### config.mk
export PLATFORM = sky130hd
export DESIGN_NAME = serial_link_top
export DESIGN_NICKNAME = d
export VERILOG_FILES = /design/src/serial_link_pkg.sv /design/src/serial_link_top.sv /design/src/uart_byte_engine.sv
export SDC_FILE = /design/constraint.sdc
export NUM_CORES = 2
export LEC_CHECK = 0
export BUFFER_PORTS_ARGS = -buffer_cell sky130_fd_sc_hd__buf_2
export CORE_AREA = 2 2 435 437
export CTS_CLUSTER_DIAMETER = 200
export DETAILED_ROUTE_END_ITERATION = 8
export DIE_AREA = 0 0 437 439
export PLACE_DENSITY_LB_ADDON = 0.25
export RECOVER_POWER = 25
export REMOVE_ABC_BUFFERS = 1
export SLEW_MARGIN = 20
export SYNTH_ARGS = -nofsm -noshare
export SYNTH_HDL_FRONTEND = slang
export SYNTH_SLANG_ARGS = --single-unit
### constraint.sdc
create_clock -name core_clk_in -period 5.15 [get_ports core_clk_in]
set_clock_uncertainty 0.1 [all_clocks]
set_input_delay 0.2575 -clock core_clk_in [delete_from_list [all_inputs] [get_ports core_clk_in]]
set_output_delay 0.2575 -clock core_clk_in [all_outputs]
set_load 0.01 [all_outputs]
### src/serial_link_pkg.sv
package serial_link_pkg;

  localparam int CLK_HZ        = 250_000_000;
  localparam int MS_TIME_MS    = 1;
  localparam int MS_CYCLES_DEF = CLK_HZ / 1000 * MS_TIME_MS;
  localparam int N_PORTS       = 2;
  localparam int N_CMDS        = 8;
  localparam int N_PKT_BYTES   = 32;

  // Register byte offsets inside a port block (addr[8] = port) and the global block (addr[9] = 1)
  localparam logic [7:0] OFS_CFG    = 8'h00;
  localparam logic [7:0] OFS_TIME   = 8'h04;
  localparam logic [7:0] OFS_RETRY  = 8'h08;
  localparam logic [7:0] OFS_CTRL   = 8'h0c;
  localparam logic [7:0] OFS_SEQ    = 8'h10;
  localparam logic [7:0] OFS_STAT   = 8'h14;
  localparam logic [2:0] REGION_CMD = 3'h2;
  localparam logic [2:0] REGION_PKT = 3'h4;
  localparam logic [7:0] OFS_INT_ST = 8'h00;
  localparam logic [7:0] OFS_INT_MK = 8'h04;

  // Control and sequence register fields
  localparam int CTRL_GROUP_BIT = 0;
  localparam int CTRL_SEQ_BIT   = 1;
  localparam int CTRL_START_POS = 2;
  localparam int SEQ_CNT_POS    = 12;

  // Event bits, four per port
  localparam int EV_DONE = 0;
  localparam int EV_FAIL = 1;
  localparam int EV_ADDR = 2;
  localparam int EV_TMO  = 3;

  localparam logic [7:0]  SLAVE_RST0   = 8'hf7;    // 247
  localparam logic [7:0]  SLAVE_RST1   = 8'hf6;    // 246
  localparam logic [3:0]  BAUD_RST     = 4'h3;     // 9600
  localparam logic [15:0] TIMEOUT_RST  = 16'h0bb8; // 3000 ms
  localparam logic [15:0] DELAY_RST    = 16'h0000; // 0 ms
  localparam logic [7:0]  RETRY_RST    = 8'h03;
  localparam logic [7:0]  ASCII_START  = 8'h3a;

  typedef struct packed {
    logic [7:0] slave;
    logic [3:0] baud;
    logic       hist_en;
    logic       ascii;
    logic       phys422;
    logic       custom;
  } port_cfg_t;

  typedef struct packed {
    logic       last;
    logic [7:0] repeat_n;
    logic [2:0] rx_len;
    logic [2:0] tx_len_m1;
    logic [1:0] pkt;
  } cmd_t;

  typedef enum logic [1:0] {S_IDLE, S_DELAY, S_SEND, S_WAIT} seq_state_t;

  function automatic logic [17:0] baud_div(input logic [3:0] sel);
    case (sel)
      4'h0:    baud_div = 18'(CLK_HZ / 1200);
      4'h1:    baud_div = 18'(CLK_HZ / 2400);
      4'h2:    baud_div = 18'(CLK_HZ / 4800);
      4'h4:    baud_div = 18'(CLK_HZ / 19200);
      4'h5:    baud_div = 18'(CLK_HZ / 38400);
      4'h6:    baud_div = 18'(CLK_HZ / 57600);
      4'h7:    baud_div = 18'(CLK_HZ / 76800);
      4'h8:    baud_div = 18'(CLK_HZ / 115200);
      4'h9:    baud_div = 18'(CLK_HZ / 230400);
      4'ha:    baud_div = 18'(CLK_HZ / 460800);
      default: baud_div = 18'(CLK_HZ / 9600);
    endcase
  endfunction

endpackage

### src/serial_link_top.sv
// How it works
// - Two serial ports, each with its own independent configuration set.
// - Each port runs either standard Modbus or the custom packet link.
// - Each port flags a frame starting with its own slave address in standard mode; resets to 247 and 246.
// - Bit rates 1200 up to 460800 selectable per port.
// - No reply within the timeout after sending declares a timeout; default 3000 ms.
// - Configured delay between a reply and the next request; default 0 ms.
// - Failed transaction retried up to 0..255 times, then communication stops.
// - Custom link frames are built from stored packet bytes, not a fixed protocol.
// - Triggered group runs its commands in order with their repeat counts.
// - Triggered sequence runs several groups in configured order.
// - Per-port option enables recording of that port's traffic history.
//
// The register addresses and strobed register access were chosen for this implementation.
`timescale 1ns/1ps
module serial_link_top
  import serial_link_pkg::*;
#(
  parameter int MS_CYCLES = MS_CYCLES_DEF
)(
  input  wire logic        core_clk_in,
  input  wire logic        rst_n_in,
  input  wire logic [9:0]  reg_addr_in,
  input  wire logic [31:0] reg_wdata_in,
  input  wire logic        reg_wr_in,
  input  wire logic        reg_rd_in,
  output logic [31:0]      reg_rdata_out,
  output logic             irq_out,
  output logic [1:0]       txd_out,
  output logic [1:0]       drv_en_out,
  input  wire logic [1:0]  rxd_in
);
  generate
    if (MS_CYCLES < 1 || MS_CYCLES > 262144) begin : g_bad_ms
      $error("MS_CYCLES out of range");
    end
  endgenerate

  ////////////////////////////////////////////////////////////////////////////////
  // Decode
  wire        glob_sel = reg_addr_in[9];
  wire        port_sel = reg_addr_in[8];
  wire [7:0]  ofs      = reg_addr_in[7:0];
  wire [2:0]  word_idx = ofs[4:2];
  wire        wr_port  = reg_wr_in && !glob_sel;
  wire        wr_cfg   = wr_port && ofs == OFS_CFG;
  wire        wr_time  = wr_port && ofs == OFS_TIME;
  wire        wr_retry = wr_port && ofs == OFS_RETRY;
  wire        wr_ctrl  = wr_port && ofs == OFS_CTRL;
  wire        wr_seq   = wr_port && ofs == OFS_SEQ;
  wire        wr_cmd   = wr_port && ofs[7:5] == REGION_CMD;
  wire        wr_pkt   = wr_port && ofs[7:5] == REGION_PKT;
  wire        wr_ist   = reg_wr_in && glob_sel && ofs == OFS_INT_ST;
  wire        wr_imk   = reg_wr_in && glob_sel && ofs == OFS_INT_MK;

  port_cfg_t  cfg_q   [N_PORTS];
  logic [15:0] tmo_q  [N_PORTS];
  logic [15:0] dly_q  [N_PORTS];
  logic [7:0]  retry_q[N_PORTS];
  logic [13:0] seq_q  [N_PORTS];
  cmd_t        cmd_q  [N_PORTS][N_CMDS];
  logic [7:0]  pkt_q  [N_PORTS][N_PKT_BYTES];
  logic [7:0]  ist_q;
  logic [7:0]  imk_q;
  logic [31:0] rdata_q;
  logic [7:0]  ev_w;
  logic [1:0]  busy_w;
  logic [1:0]  fail_w;
  logic [7:0]  last_rx_w [N_PORTS];
  logic [15:0] hist_w    [N_PORTS];
  logic        ms_tick;
  logic [17:0] ms_cnt_q;

  ////////////////////////////////////////////////////////////////////////////////
  // Configuration storage, one set per port
  always_ff @(posedge core_clk_in or negedge rst_n_in) begin
    if (!rst_n_in) begin
      for (int p = 0; p < N_PORTS; p++) begin
        cfg_q[p]   <= '{slave: (p == 0) ? SLAVE_RST0 : SLAVE_RST1,
                        baud: BAUD_RST, default: 1'b0};
        tmo_q[p]   <= TIMEOUT_RST;
        dly_q[p]   <= DELAY_RST;
        retry_q[p] <= RETRY_RST;
        seq_q[p]   <= 14'h0;
        for (int c = 0; c < N_CMDS; c++) cmd_q[p][c] <= '0;
        for (int b = 0; b < N_PKT_BYTES; b++) pkt_q[p][b] <= 8'h00;
      end
    end else begin
      if (wr_cfg)   cfg_q[port_sel]   <= port_cfg_t'(reg_wdata_in[15:0]);
      if (wr_time) begin
        tmo_q[port_sel] <= reg_wdata_in[15:0];
        dly_q[port_sel] <= reg_wdata_in[31:16];
      end
      if (wr_retry) retry_q[port_sel] <= reg_wdata_in[7:0];
      if (wr_seq)   seq_q[port_sel]   <= reg_wdata_in[13:0];
      if (wr_cmd)   cmd_q[port_sel][word_idx] <= cmd_t'(reg_wdata_in[16:0]);
      if (wr_pkt) begin
        for (int k = 0; k < 4; k++) begin
          pkt_q[port_sel][{word_idx, 2'(k)}] <= reg_wdata_in[8*k +: 8];
        end
      end
    end
  end

  ////////////////////////////////////////////////////////////////////////////////
  // Millisecond enable shared by both ports
  assign ms_tick = (ms_cnt_q == 18'(MS_CYCLES - 1));

  always_ff @(posedge core_clk_in or negedge rst_n_in) begin
    if (!rst_n_in) ms_cnt_q <= 18'h0;
    else           ms_cnt_q <= ms_tick ? 18'h0 : ms_cnt_q + 18'h1;
  end

  ////////////////////////////////////////////////////////////////////////////////
  // Per-port engine
  genvar g;
  generate
    for (g = 0; g < N_PORTS; g++) begin : g_port
      seq_state_t  st_q;
      port_cfg_t   act_q;
      logic [15:0] act_tmo_q;
      logic [15:0] act_dly_q;
      logic [7:0]  act_retry_q;
      logic [2:0]  cmd_i_q;
      logic [3:0]  byte_i_q;
      logic [2:0]  rx_n_q;
      logic [7:0]  rep_q;
      logic [7:0]  try_q;
      logic [15:0] ms_q;
      logic        seq_mode_q;
      logic [1:0]  seq_pos_q;
      logic        fail_q;
      logic        gap_q;
      logic [7:0]  last_q;
      logic [15:0] hist_q;
      logic        tx_ready;
      logic        rx_valid;
      logic [7:0]  rx_data;

      wire cmd_t  cur      = cmd_q[g][cmd_i_q];
      wire        prefix   = act_q.ascii && !act_q.custom;
      wire [3:0]  tx_total = {1'b0, cur.tx_len_m1} + 4'h1 + {3'h0, prefix};
      wire [2:0]  pb_idx   = 3'(byte_i_q - {3'h0, prefix});
      wire [7:0]  tx_byte  = (prefix && byte_i_q == 4'h0) ? ASCII_START
                           : pkt_q[g][{cur.pkt, pb_idx}];
      wire        tx_go    = st_q == S_SEND && tx_ready;
      wire        got_all  = (cur.rx_len == 3'h0 && tx_ready)
                           || (rx_valid && rx_n_q + 3'h1 == cur.rx_len);
      wire        in_wait  = st_q == S_WAIT;
      wire        waited   = in_wait && tx_ready && ms_tick
                           && ms_q + 16'h1 >= act_tmo_q;
      wire        success  = in_wait && got_all;
      wire        tmo_ev   = waited && !success;
      wire        give_up  = tmo_ev && try_q == 8'h0;
      wire        more_grp = seq_mode_q && seq_pos_q != seq_q[g][SEQ_CNT_POS +: 2];
      wire [1:0]  nxt_pos  = seq_pos_q + 2'h1;
      wire [2:0]  nxt_cmd  = cur.last ? seq_q[g][3*nxt_pos +: 3] : cmd_i_q + 3'h1;
      wire        trig     = wr_ctrl && port_sel == 1'(g);
      wire        trig_grp = trig && reg_wdata_in[CTRL_GROUP_BIT];
      wire        trig_seq = trig && reg_wdata_in[CTRL_SEQ_BIT];
      wire [2:0]  start_i  = trig_seq ? seq_q[g][2:0]
                           : reg_wdata_in[CTRL_START_POS +: 3];
      wire        done_ev  = success && rep_q == 8'h0 && cur.last && !more_grp;
      wire        addr_ev  = rx_valid && gap_q && !cfg_q[g].custom
                           && rx_data == cfg_q[g].slave;

      always_ff @(posedge core_clk_in or negedge rst_n_in) begin
        if (!rst_n_in) begin
          st_q        <= S_IDLE;
          act_q       <= '0;
          act_tmo_q   <= TIMEOUT_RST;
          act_dly_q   <= DELAY_RST;
          act_retry_q <= RETRY_RST;
          cmd_i_q     <= 3'h0;
          byte_i_q    <= 4'h0;
          rx_n_q      <= 3'h0;
          rep_q       <= 8'h0;
          try_q       <= 8'h0;
          ms_q        <= 16'h0;
          seq_mode_q  <= 1'b0;
          seq_pos_q   <= 2'h0;
          fail_q      <= 1'b0;
        end else begin
          case (st_q)
            S_IDLE: begin
              if (trig_grp || trig_seq) begin
                act_q       <= cfg_q[g];
                act_tmo_q   <= tmo_q[g];
                act_dly_q   <= dly_q[g];
                act_retry_q <= retry_q[g];
                try_q       <= retry_q[g];
                seq_mode_q  <= trig_seq;
                seq_pos_q   <= 2'h0;
                cmd_i_q     <= start_i;
                rep_q       <= cmd_q[g][start_i].repeat_n;
                fail_q      <= 1'b0;
                byte_i_q    <= 4'h0;
                st_q        <= S_SEND;
              end
            end
            S_DELAY: begin
              if (ms_q >= act_dly_q) begin
                st_q     <= S_SEND;
                byte_i_q <= 4'h0;
              end else if (ms_tick) begin
                ms_q <= ms_q + 16'h1;
              end
            end
            S_SEND: begin
              if (tx_go) begin
                byte_i_q <= byte_i_q + 4'h1;
                if (byte_i_q + 4'h1 == tx_total) begin
                  st_q   <= S_WAIT;
                  ms_q   <= 16'h0;
                  rx_n_q <= 3'h0;
                end
              end
            end
            S_WAIT: begin
              if (rx_valid) rx_n_q <= rx_n_q + 3'h1;
              if (tx_ready && ms_tick) ms_q <= ms_q + 16'h1;
              if (success) begin
                ms_q  <= 16'h0;
                st_q  <= S_DELAY;
                try_q <= act_retry_q;
                if (rep_q != 8'h0) begin
                  rep_q <= rep_q - 8'h1;
                end else if (cur.last && !more_grp) begin
                  st_q <= S_IDLE;
                end else begin
                  if (cur.last) seq_pos_q <= nxt_pos;
                  cmd_i_q <= nxt_cmd;
                  rep_q   <= cmd_q[g][nxt_cmd].repeat_n;
                end
              end else if (tmo_ev) begin
                ms_q <= 16'h0;
                if (give_up) begin
                  st_q   <= S_IDLE;
                  fail_q <= 1'b1;
                end else begin
                  try_q <= try_q - 8'h1;
                  st_q  <= S_DELAY;
                end
              end
            end
            default: st_q <= S_IDLE;
          endcase
        end
      end

      // A millisecond tick with no byte since marks the next byte as a frame start
      always_ff @(posedge core_clk_in or negedge rst_n_in) begin
        if (!rst_n_in) begin
          gap_q  <= 1'b1;
          last_q <= 8'h00;
          hist_q <= 16'h0;
        end else begin
          if (rx_valid)     gap_q <= 1'b0;
          else if (ms_tick) gap_q <= 1'b1;
          if (rx_valid)     last_q <= rx_data;
          if (cfg_q[g].hist_en && (tx_go || rx_valid)) begin
            hist_q <= hist_q + 16'h1;
          end
        end
      end

      uart_byte_engine u_uart (
        .clk_in       (core_clk_in),
        .rst_n_in     (rst_n_in),
        .div_in       (baud_div(act_q.baud)),
        .tx_valid_in  (tx_go),
        .tx_data_in   (tx_byte),
        .tx_ready_out (tx_ready),
        .txd_out      (txd_out[g]),
        .rxd_in       (rxd_in[g]),
        .rx_valid_out (rx_valid),
        .rx_data_out  (rx_data)
      );

      // Half-duplex RS-485 drives only while a byte is out; RS-422 always drives
      assign drv_en_out[g]  = act_q.phys422 || !tx_ready;
      assign busy_w[g]      = st_q != S_IDLE;
      assign fail_w[g]      = fail_q;
      assign last_rx_w[g]   = last_q;
      assign hist_w[g]      = hist_q;
      assign ev_w[4*g +: 4] = {tmo_ev, addr_ev, give_up, done_ev};
    end
  endgenerate

  ////////////////////////////////////////////////////////////////////////////////
  // Interrupts: a new event wins over a same-cycle clear
  always_ff @(posedge core_clk_in or negedge rst_n_in) begin
    if (!rst_n_in) begin
      ist_q <= 8'h00;
      imk_q <= 8'h00;
    end else begin
      ist_q <= (ist_q & ~(wr_ist ? reg_wdata_in[7:0] : 8'h00)) | ev_w;
      if (wr_imk) imk_q <= reg_wdata_in[7:0];
    end
  end

  assign irq_out = |(ist_q & imk_q);

  ////////////////////////////////////////////////////////////////////////////////
  // Read mux; unmapped offsets read zero
  wire cmd_t   rd_cmd  = cmd_q[port_sel][word_idx];
  wire [31:0]  rd_pkt  = {pkt_q[port_sel][{word_idx, 2'h3}], pkt_q[port_sel][{word_idx, 2'h2}],
                          pkt_q[port_sel][{word_idx, 2'h1}], pkt_q[port_sel][{word_idx, 2'h0}]};
  wire [31:0]  rd_stat = {hist_w[port_sel], last_rx_w[port_sel], 6'h0,
                          fail_w[port_sel], busy_w[port_sel]};
  logic [31:0] rd_mux;

  always_comb begin
    rd_mux = 32'h0;
    if (glob_sel) begin
      if (ofs == OFS_INT_ST) rd_mux = {24'h0, ist_q};
      if (ofs == OFS_INT_MK) rd_mux = {24'h0, imk_q};
    end else if (ofs[7:5] == REGION_CMD) begin
      rd_mux = {15'h0, rd_cmd};
    end else if (ofs[7:5] == REGION_PKT) begin
      rd_mux = rd_pkt;
    end else begin
      case (ofs)
        OFS_CFG:   rd_mux = {16'h0, cfg_q[port_sel]};
        OFS_TIME:  rd_mux = {dly_q[port_sel], tmo_q[port_sel]};
        OFS_RETRY: rd_mux = {24'h0, retry_q[port_sel]};
        OFS_CTRL:  rd_mux = {31'h0, busy_w[port_sel]};
        OFS_SEQ:   rd_mux = {18'h0, seq_q[port_sel]};
        OFS_STAT:  rd_mux = rd_stat;
        default:   rd_mux = 32'h0;
      endcase
    end
  end

  always_ff @(posedge core_clk_in or negedge rst_n_in) begin
    if (!rst_n_in) rdata_q <= 32'h0;
    else           rdata_q <= reg_rd_in ? rd_mux : 32'h0;
  end

  assign reg_rdata_out = rdata_q;

endmodule

### src/uart_byte_engine.sv
`timescale 1ns/1ps
module uart_byte_engine
  import serial_link_pkg::*;
(
  input  wire logic        clk_in,
  input  wire logic        rst_n_in,
  input  wire logic [17:0] div_in,
  input  wire logic        tx_valid_in,
  input  wire logic [7:0]  tx_data_in,
  output logic             tx_ready_out,
  output logic             txd_out,
  input  wire logic        rxd_in,
  output logic             rx_valid_out,
  output logic [7:0]       rx_data_out
);
  logic [17:0] tx_cnt_q;
  logic [3:0]  tx_bit_q;
  logic [9:0]  tx_sh_q;
  logic [17:0] rx_cnt_q;
  logic [3:0]  rx_bit_q;
  logic [7:0]  rx_sh_q;
  logic        rx_valid_q;
  logic [7:0]  rx_data_q;

  assign tx_ready_out = (tx_bit_q == 4'h0);
  assign txd_out      = tx_sh_q[0];
  assign rx_valid_out = rx_valid_q;
  assign rx_data_out  = rx_data_q;

  ////////////////////////////////////////////////////////////////////////////////
  // Transmit, 8N1
  always_ff @(posedge clk_in or negedge rst_n_in) begin
    if (!rst_n_in) begin
      tx_cnt_q <= 18'h0;
      tx_bit_q <= 4'h0;
      tx_sh_q  <= 10'h3ff;
    end else if (tx_bit_q == 4'h0) begin
      if (tx_valid_in) begin
        tx_sh_q  <= {1'b1, tx_data_in, 1'b0};
        tx_bit_q <= 4'ha;
        tx_cnt_q <= div_in - 18'h1;
      end
    end else if (tx_cnt_q == 18'h0) begin
      tx_sh_q  <= {1'b1, tx_sh_q[9:1]};
      tx_bit_q <= tx_bit_q - 4'h1;
      tx_cnt_q <= div_in - 18'h1;
    end else begin
      tx_cnt_q <= tx_cnt_q - 18'h1;
    end
  end

  ////////////////////////////////////////////////////////////////////////////////
  // Receive, sampled mid-bit; a false start bit is dropped
  always_ff @(posedge clk_in or negedge rst_n_in) begin
    if (!rst_n_in) begin
      rx_cnt_q   <= 18'h0;
      rx_bit_q   <= 4'h0;
      rx_sh_q    <= 8'h00;
      rx_valid_q <= 1'b0;
      rx_data_q  <= 8'h00;
    end else begin
      rx_valid_q <= 1'b0;
      if (rx_bit_q == 4'h0) begin
        if (!rxd_in) begin
          rx_bit_q <= 4'ha;
          rx_cnt_q <= div_in >> 1;
        end
      end else if (rx_cnt_q != 18'h0) begin
        rx_cnt_q <= rx_cnt_q - 18'h1;
      end else begin
        rx_cnt_q <= div_in - 18'h1;
        rx_bit_q <= (rx_bit_q == 4'ha && rxd_in) ? 4'h0 : rx_bit_q - 4'h1;
        if (rx_bit_q == 4'h1) begin
          rx_valid_q <= rxd_in;
          rx_data_q  <= rx_sh_q;
        end else if (rx_bit_q != 4'ha) begin
          rx_sh_q <= {rxd_in, rx_sh_q[7:1]};
        end
      end
    end
  end

endmodule

* Word level (Yosys, flattened, before mapping)
Memory sizes are Yosys's and may differ from the RTL's.
Cells that the tools add are included.
** Storage, ports and cells
- Output and inout bits :: 37
- Memories kept :: 2
- Register bits :: 1372
- Input port bits :: 48
- Bits in read-only memories :: 576
- Logic and storage cells :: 799
** Cells by class
- Bitwise operators :: 25
- Equal/unequal tests :: 70
- Mux-type cells :: 266
- Multiply operators :: 2
- Magnitude comparators :: 25
- Shifts and indexed selects :: 2
- $add $sub $neg :: 33
- Reductions and logical operators :: 150
** Memory list
- (name not given) :: depth 16, bits a word 18, read ports 1, clocked after Yosys merged registers in 0, wr ports 0, RTL line serial_link_pkg.sv:62 : case (sel)
- (name not given) :: depth 16, bits a word 18, read ports 1, clocked after Yosys merged registers in 0, wr ports 0, RTL line serial_link_pkg.sv:62
** Operators by type and width (number)
- bitwise mux 512 bit :: 4
- two-way mux 256 bit :: 7
- demux 256 bit (select 1 bit) :: 4
- two-way mux 16 bit :: 35
- two-way mux 136 bit :: 4
- binary-select mux 17 bit (select 3 bit) :: 7
- two-way mux 8 bit :: 44
- bitwise mux 272 bit :: 1
- binary-select mux 8 bit (select 5 bit) :: 6
- two-way mux 18 bit :: 13
- one-hot mux 32 bit (6 select lines) :: 1
- demux 8 bit (select 5 bit) :: 4
- demux 136 bit (select 1 bit) :: 1
- two-way mux 32 bit :: 4
- two-way mux 17 bit :: 7
- subtractor 18 x 1 -> 18 bit, second input constant :: 6
- bitwise mux 32 bit :: 3
- one-hot mux 16 bit (3 select lines) :: 2
- two-way mux 4 bit :: 20
- logical AND 1 bit :: 67
- adder 16 x 1 -> 16 bit, second input constant :: 4
- >= comparator 16 bit :: 4
- one-hot mux 8 bit (2 select lines) :: 4
- two-way mux 10 bit :: 6
- other kinds (77) :: 315

* Depth between registers and ports, before layout
- Depth after elaboration :: 15
- Depth in mapped cells :: 19
- Gate-level depth less buffers :: 16

* By module
From an unflattened synthesis, not the netlist that was laid out.
** Second synthesis, totals
- Cells, all modules :: 5888
- Area, all modules :: 75755.2 um^2
** By module, submodules not included
- serial_link_top :: area an instance 67155.7 um^2, cells each 4966, instances 1, sequential area each 30848.3 um^2
- uart_byte_engine at g_port[0].u_uart :: area an instance 4380.5 um^2, cells each 461, instances 1, sequential area each 1762.9 um^2
- uart_byte_engine at g_port[1].u_uart :: area an instance 4219.0 um^2, cells each 461, instances 1, sequential area each 1762.9 um^2

* Worst setup path after synthesis
No wires, ideal clock.
- Kind :: reg-to-reg
- Start point :: register g_port[1].ms_q[2]
- End point :: register g_port[1].try_q[5]
- Required time :: 4.984 ns
- Arrival time :: 4.022 ns
- Period minus slack after synthesis :: 4.188 ns
- Path slack :: 0.962 ns
- Library setup time :: 0.066 ns
- Buffers on the path :: 3
- Stages on the path, launching flop included :: 20
- Cell sequence :: dfrtp_1 > and3_1 > and3_1 > and3_1 > clkbuf_1 > and3_1 > clkbuf_1 > and3_1 > and3_1 > xnor2_1 > ha_1 > and4_1 > nand2_1 > nor4bb_1 > a32oi_1 > or2_2 > a311o_1 > clkbuf_1 > a211o_1 > nand2_1
** On the way
- Cells in the longest elaborated chain, start to end :: 7
- Elaborated cells between the ends (all ways) :: 8
- Those cells by class :: add/sub: 1; order compare: 1; eq/ne: 2; reduce/logical: 4
** Ends and longest elaborated chain
- start, declared :: RTL line serial_link_top.sv:129 : logic [15:0] ms_q;
- start signal, assigned :: RTL line serial_link_top.sv:206 : ms_q <= ms_q + 16'h1;
- start signal, assigned :: RTL line serial_link_top.sv:221 : if (tx_ready && ms_tick) ms_q <= ms_q + 16'h1;
- adder 16 x 1 -> 16 bit (*) :: RTL line serial_link_top.sv:151 : && ms_q + 16'h1 >= act_tmo_q;
- >= comparator 16 bit (*) :: RTL line serial_link_top.sv:151
- logical AND 1 bit (*) :: RTL line serial_link_top.sv:151
- logical AND 1 bit (*) :: RTL line serial_link_top.sv:153 : wire tmo_ev = waited && !success;
- logical AND 1 bit :: RTL line serial_link_top.sv:154 : wire give_up = tmo_ev && try_q == 8'h0;
- inequality test 3 bit (no line)
- AND reduction 4 bit (no line) (*)
- end signal, assigned :: RTL line serial_link_top.sv:191 : try_q <= retry_q[g];
- end signal, assigned :: RTL line serial_link_top.sv:225 : try_q <= act_retry_q;
- end signal, assigned :: RTL line serial_link_top.sv:241 : try_q <= try_q - 8'h1;
- end, declared :: RTL line serial_link_top.sv:128 : logic [7:0] try_q;
Every way passes the cells marked *; elsewhere a longest branch is shown, timed or not.
A chain may end at the register's enable or synchronous reset.

* Worst setup path in the final report
- Start point :: register g_port[1].ms_q[2]
- End point :: register g_port[1].ms_q[0]
** On the way
- Cells in the longest elaborated chain, start to end :: 7
- Elaborated cells between the ends (all ways) :: 11
- Those cells by class :: add/sub: 1; order compare: 2; eq/ne: 2; mux: 3; reduce/logical: 3
** Ends and longest elaborated chain
- adder 16 x 1 -> 16 bit :: RTL line serial_link_top.sv:151
- >= comparator 16 bit :: RTL line serial_link_top.sv:151
- logical AND 1 bit :: RTL line serial_link_top.sv:151
- logical AND 1 bit :: RTL line serial_link_top.sv:153
- two-way mux 16 bit :: RTL line serial_link_top.sv:235 : end else if (tmo_ev) begin
- two-way mux 16 bit :: RTL line serial_link_top.sv:222 : if (success) begin
- one-hot mux 16 bit (3 select lines) :: RTL line serial_link_top.sv:184 : case (st_q)
Several ways; a longest one is shown, not always the timed one.

==> impl_metrics.json <==
{
  "status": "finished, violations left",
  "violations": "max-capacitance violations, max-slew violations",
  "endpoint_kind": "flop",
  "ys_top_cells_by_area": "dfrtp_1 (44%), mux2_2 (17%), mux4_2 (13%)",
  "synthFlopType": "dfrtp_1",
  "gp_congestion": 0.9390,
  "hold_ws_ns": 0.04772,
  "wl_per_cell_um": 27.88,
  "fp-row-count": 159,
  "antenna_left": 0,
  "synth-seq-cells": 1370,
  "hold_violations": 0,
  "finalMaxSlewViolations": 249,
  "grt-ovfl-total": 0,
  "hold_class": "in2reg",
  "grt_use_total_pct": 24.65,
  "start_kind": "flop",
  "dr.pass1.iters": 6,
  "fin_crit_sh_pct": 90.47,
  "die_area_um2": 191800,
  "grtUsageMet3_pct": 4.020,
  "synth_compound_gate_area_share_pct": 6.868,
  "synth_area_um2": 74510,
  "insertion_delay_ns": 0.82,
  "period_needed_ns": 4.659,
  "cts-buffers-inserted": 158,
  "synth-async-reset-ratio_pct": 100.0,
  "place_area_um2": 78210,
  "synthMostInstantiatedCell": "dfrtp_1",
  "layout-drive-gt1-share_pct": 36.28,
  "rsz0062_at_grt": "no",
  "cts_htree_levels": 4,
  "leakage_nw": 37.47,
  "arrival_ns": 5.31,
  "routed_via_density": 6.076,
  "drt_iter0_drc": 4793,
  "hpwl_mm": 161.3,
  "critPathSlowestCell": "nor4_1",
  "die_h_um": 439,
  "wirelength_mm": 237.0,
  "use_met2_pct": 39.14,
  "top_usage_layer": "met2",
  "met1_usage_pct": 33.89,
  "relSlewSlack_pct": -128.2,
  "synthSimpleGateAreaFrac_pct": 6.830,
  "synth.area.mux_share_pct": 33.44,
  "crit_fanout": 7,
  "finalInstanceArea_um2": 83890,
  "cp_num_buf_inv": 1,
  "yosysTopAreaCell": "dfrtp_1",
  "cts-resized-gates": 0,
  "die_w_um": 437,
  "cp.required_ns": 5.80,
  "initial_utilization_pct": 39.84,
  "portBuffers": 84,
  "yosys.cell_types.count": 85,
  "synth_xor_xnor_area_share_pct": 1.657,
  "yosysSeqAreaShare_pct": 46.14,
  "synth_top_family_by_area": "multiplexers",
  "fin_setup_tns_ns": 0,
  "grt_pass1_wl_mm": 355.8,
  "finalPower_w": 0.03083,
  "synth_warnings": 0,
  "cts_tree": "built",
  "finalSetupViolations": 0,
  "maxCapViolations": 9,
  "fill_cells": 16963,
  "vias": 51638,
  "crit_type": "reg2reg",
  "avgSynthCellArea_um2": 12.73,
  "cts_sinks": 1370,
  "synth_fa_ha_area_share_pct": 2.133,
  "irDropWorstVdd_mv": 0.3407,
  "path_common_cell": "and3_1",
  "antenna_found_initial": 20,
  "fin_util_pct": 44.86,
  "fmax_mhz": 214.6,
  "worstMarginPinSlew_ns": 3.423,
  "grt_max_degree": 160,
  "clk_pin_slew_ns": 0.06,
  "synth.top_cell.area_share_pct": 43.56,
  "io_pins": 85,
  "syn_inst": 5853,
  "grt_pass1_vias": 52032,
  "areaGrowthSynthToFinish_pct": 12.60,
  "worst_path_largest_cell_delay_ns": 0.56,
  "drc": 0,
  "power_density_nw_per_um2": 367.5,
  "nNetsFinal": 6048,
  "coreArea_um2": 187000,
  "cts_buffer_depth": 3,
  "cp_top_family": "simple AND/OR/NAND/NOR gates",
  "root_buffer": "clkbuf_16",
  "synth_edf_count": 0,
  "crit_chain": "and3_1, and3_1, and3_1, and3_1, and3_1, and3_1, xnor2_1, ha_1, and4_1, a221o_1, a32oi_1, a31oi_1, buf_4, nor4_1, mux2_2",
  "ys_top_cells_by_count": "dfrtp_1 (1297), mux2_2 (1135), mux4_2 (443)"
}
==> per-stage QoR <==
step / cells / setup WS [ns]
2_1_floorplan: 5439 / 0.02408
3_3_place_gp: 8181 / 0.6408
3_5_place_dp: 8181 / 0.5910
4_1_cts: 8492 / 0.5510
5_1_grt: 8496 / 0.2018
6_report: 8499 / 0.4907
==> power breakdown <==
group          total, W  switching [W]  internal (W)  leakage (nW)
sequential       0.0119       0.000624        0.0113          18.4
combinational   0.00692        0.00409       0.00283          16.4
clock            0.0120        0.00477       0.00720          2.72
total            0.0308        0.00949        0.0213          37.5
==> repair_timing <==
action                                 4_1_cts  5_1_grt
buffers inserted                             0        0
endpoints found under the hold margin      492        0
hold buffers                                26        0
==> state kept, by name, summed over array words and instances, names as in the netlist, 18 cells and up <==
signal and cells:
g_port.act_tmo_q 32, g_port.u_uart.rx_cnt_q 36, g_port.u_uart.tx_cnt_q 36, g_port.hist_q 32, pkt_q 512, g_port.act_dly_q 32, reg_rdata_out 32, g_port.ms_q 32
ms_cnt_q 18, tmo_q 32, g_port.u_uart.tx_sh_q 18, dly_q 32, cfg_q 32, seq_q 28, cmd_q 272
==> cells by family after synthesis <==
family,Yosys count
compound gates,788
xor+xnor,141
fa+ha+maj,127
buf+inv,560
flops,1370
mux,1793
simple gates,1074
==> worst register-to-register path: cells and delay by family (launching register included) <==
| family | cells | cell delay [ns] |
|---|---|---|
| compound gates | 3 | 0.97 |
| fa+ha+maj | 1 | 0.26 |
| flops | 1 | 0.45 |
| simple gates | 8 | 2.21 |
| buf+inv | 1 | 0.20 |
| mux | 1 | 0.28 |
| xor+xnor | 1 | 0.13 |
==> cell usage in the layout, fill, tap and decap left out, types with 21 or more instances in the layout <==
cell type      instances
o21ai_0              215
nor2b_1               40
mux2i_1              208
and3_1                27
a22o_1                31
inv_1                143
mux2_2              1135
o211ai_1              37
nand2_1              395
buf_4                127
nor3_1                76
xor2_1                58
clkinv_2              23
nand2b_1              35
nor2_1               212
xnor2_1               81
a22oi_1               65
a221oi_1              22
clkbuf_1              80
dlygate4sd3_1         26
a21o_1                24
clkbuf_16            160
dfrtp_1             1297
ha_1                 123
a211oi_1              26
nor4_1                47
a21oi_1              158
mux4_2               443
buf_2                 46
o22ai_1               50
nand3_1               85
a31oi_1               21
dfstp_2               72
clkbuf_8              36
==> final timing paths <==
check / start / end / slack (ns) / cells past startpoint
min in group asynchronous: rst_n_in / g_port[0].ms_q[8]$_DFFE_PN0P_ / 1.57 / 3
max: g_port[1].ms_q[2]$_DFFE_PN0P_ / g_port[1].ms_q[0]$_DFFE_PN0P_ / 0.49 / 15
min: reg_wdata_in[8] / cmd_q[59]$_DFFE_PN0P_ / 0.05 / 2
max in group asynchronous: rst_n_in / pkt_q[503]$_DFFE_PN0P_ / 0.92 / 4
max reg2reg: g_port[1].ms_q[2]$_DFFE_PN0P_ / g_port[1].ms_q[0]$_DFFE_PN0P_ / 0.49 / 15
min reg2reg: ms_cnt_q[0]$_DFF_PN0_ / ms_cnt_q[0]$_DFF_PN0_ / 0.36 / 1
==> final cells by class <==
type | instances | area [µm²] | share of cell area (%)
diodes | 6 | 15.01 | 0.01790
clock buffers | 225 | 4608 | 5.493
clock inverters | 60 | 914.6 | 1.090
inverters | 146 | 548.0 | 0.6533
multi-input cells | 3923 | 38290 | 45.64
flip-flops and latches | 1370 | 34370 | 40.97
well taps | 2495 | 3122 | 3.721
repair buffers | 274 | 2019 | 2.407
==> routing by layer <==
layer	vias to the layer above	part of all wire, %
met5	-	0.0063
met4	2	4.0
met3	427	6.4
met2	1816	47
met1	27391	43
li1	22002	-
No activity file was read; power rests on OpenSTA's default activity.
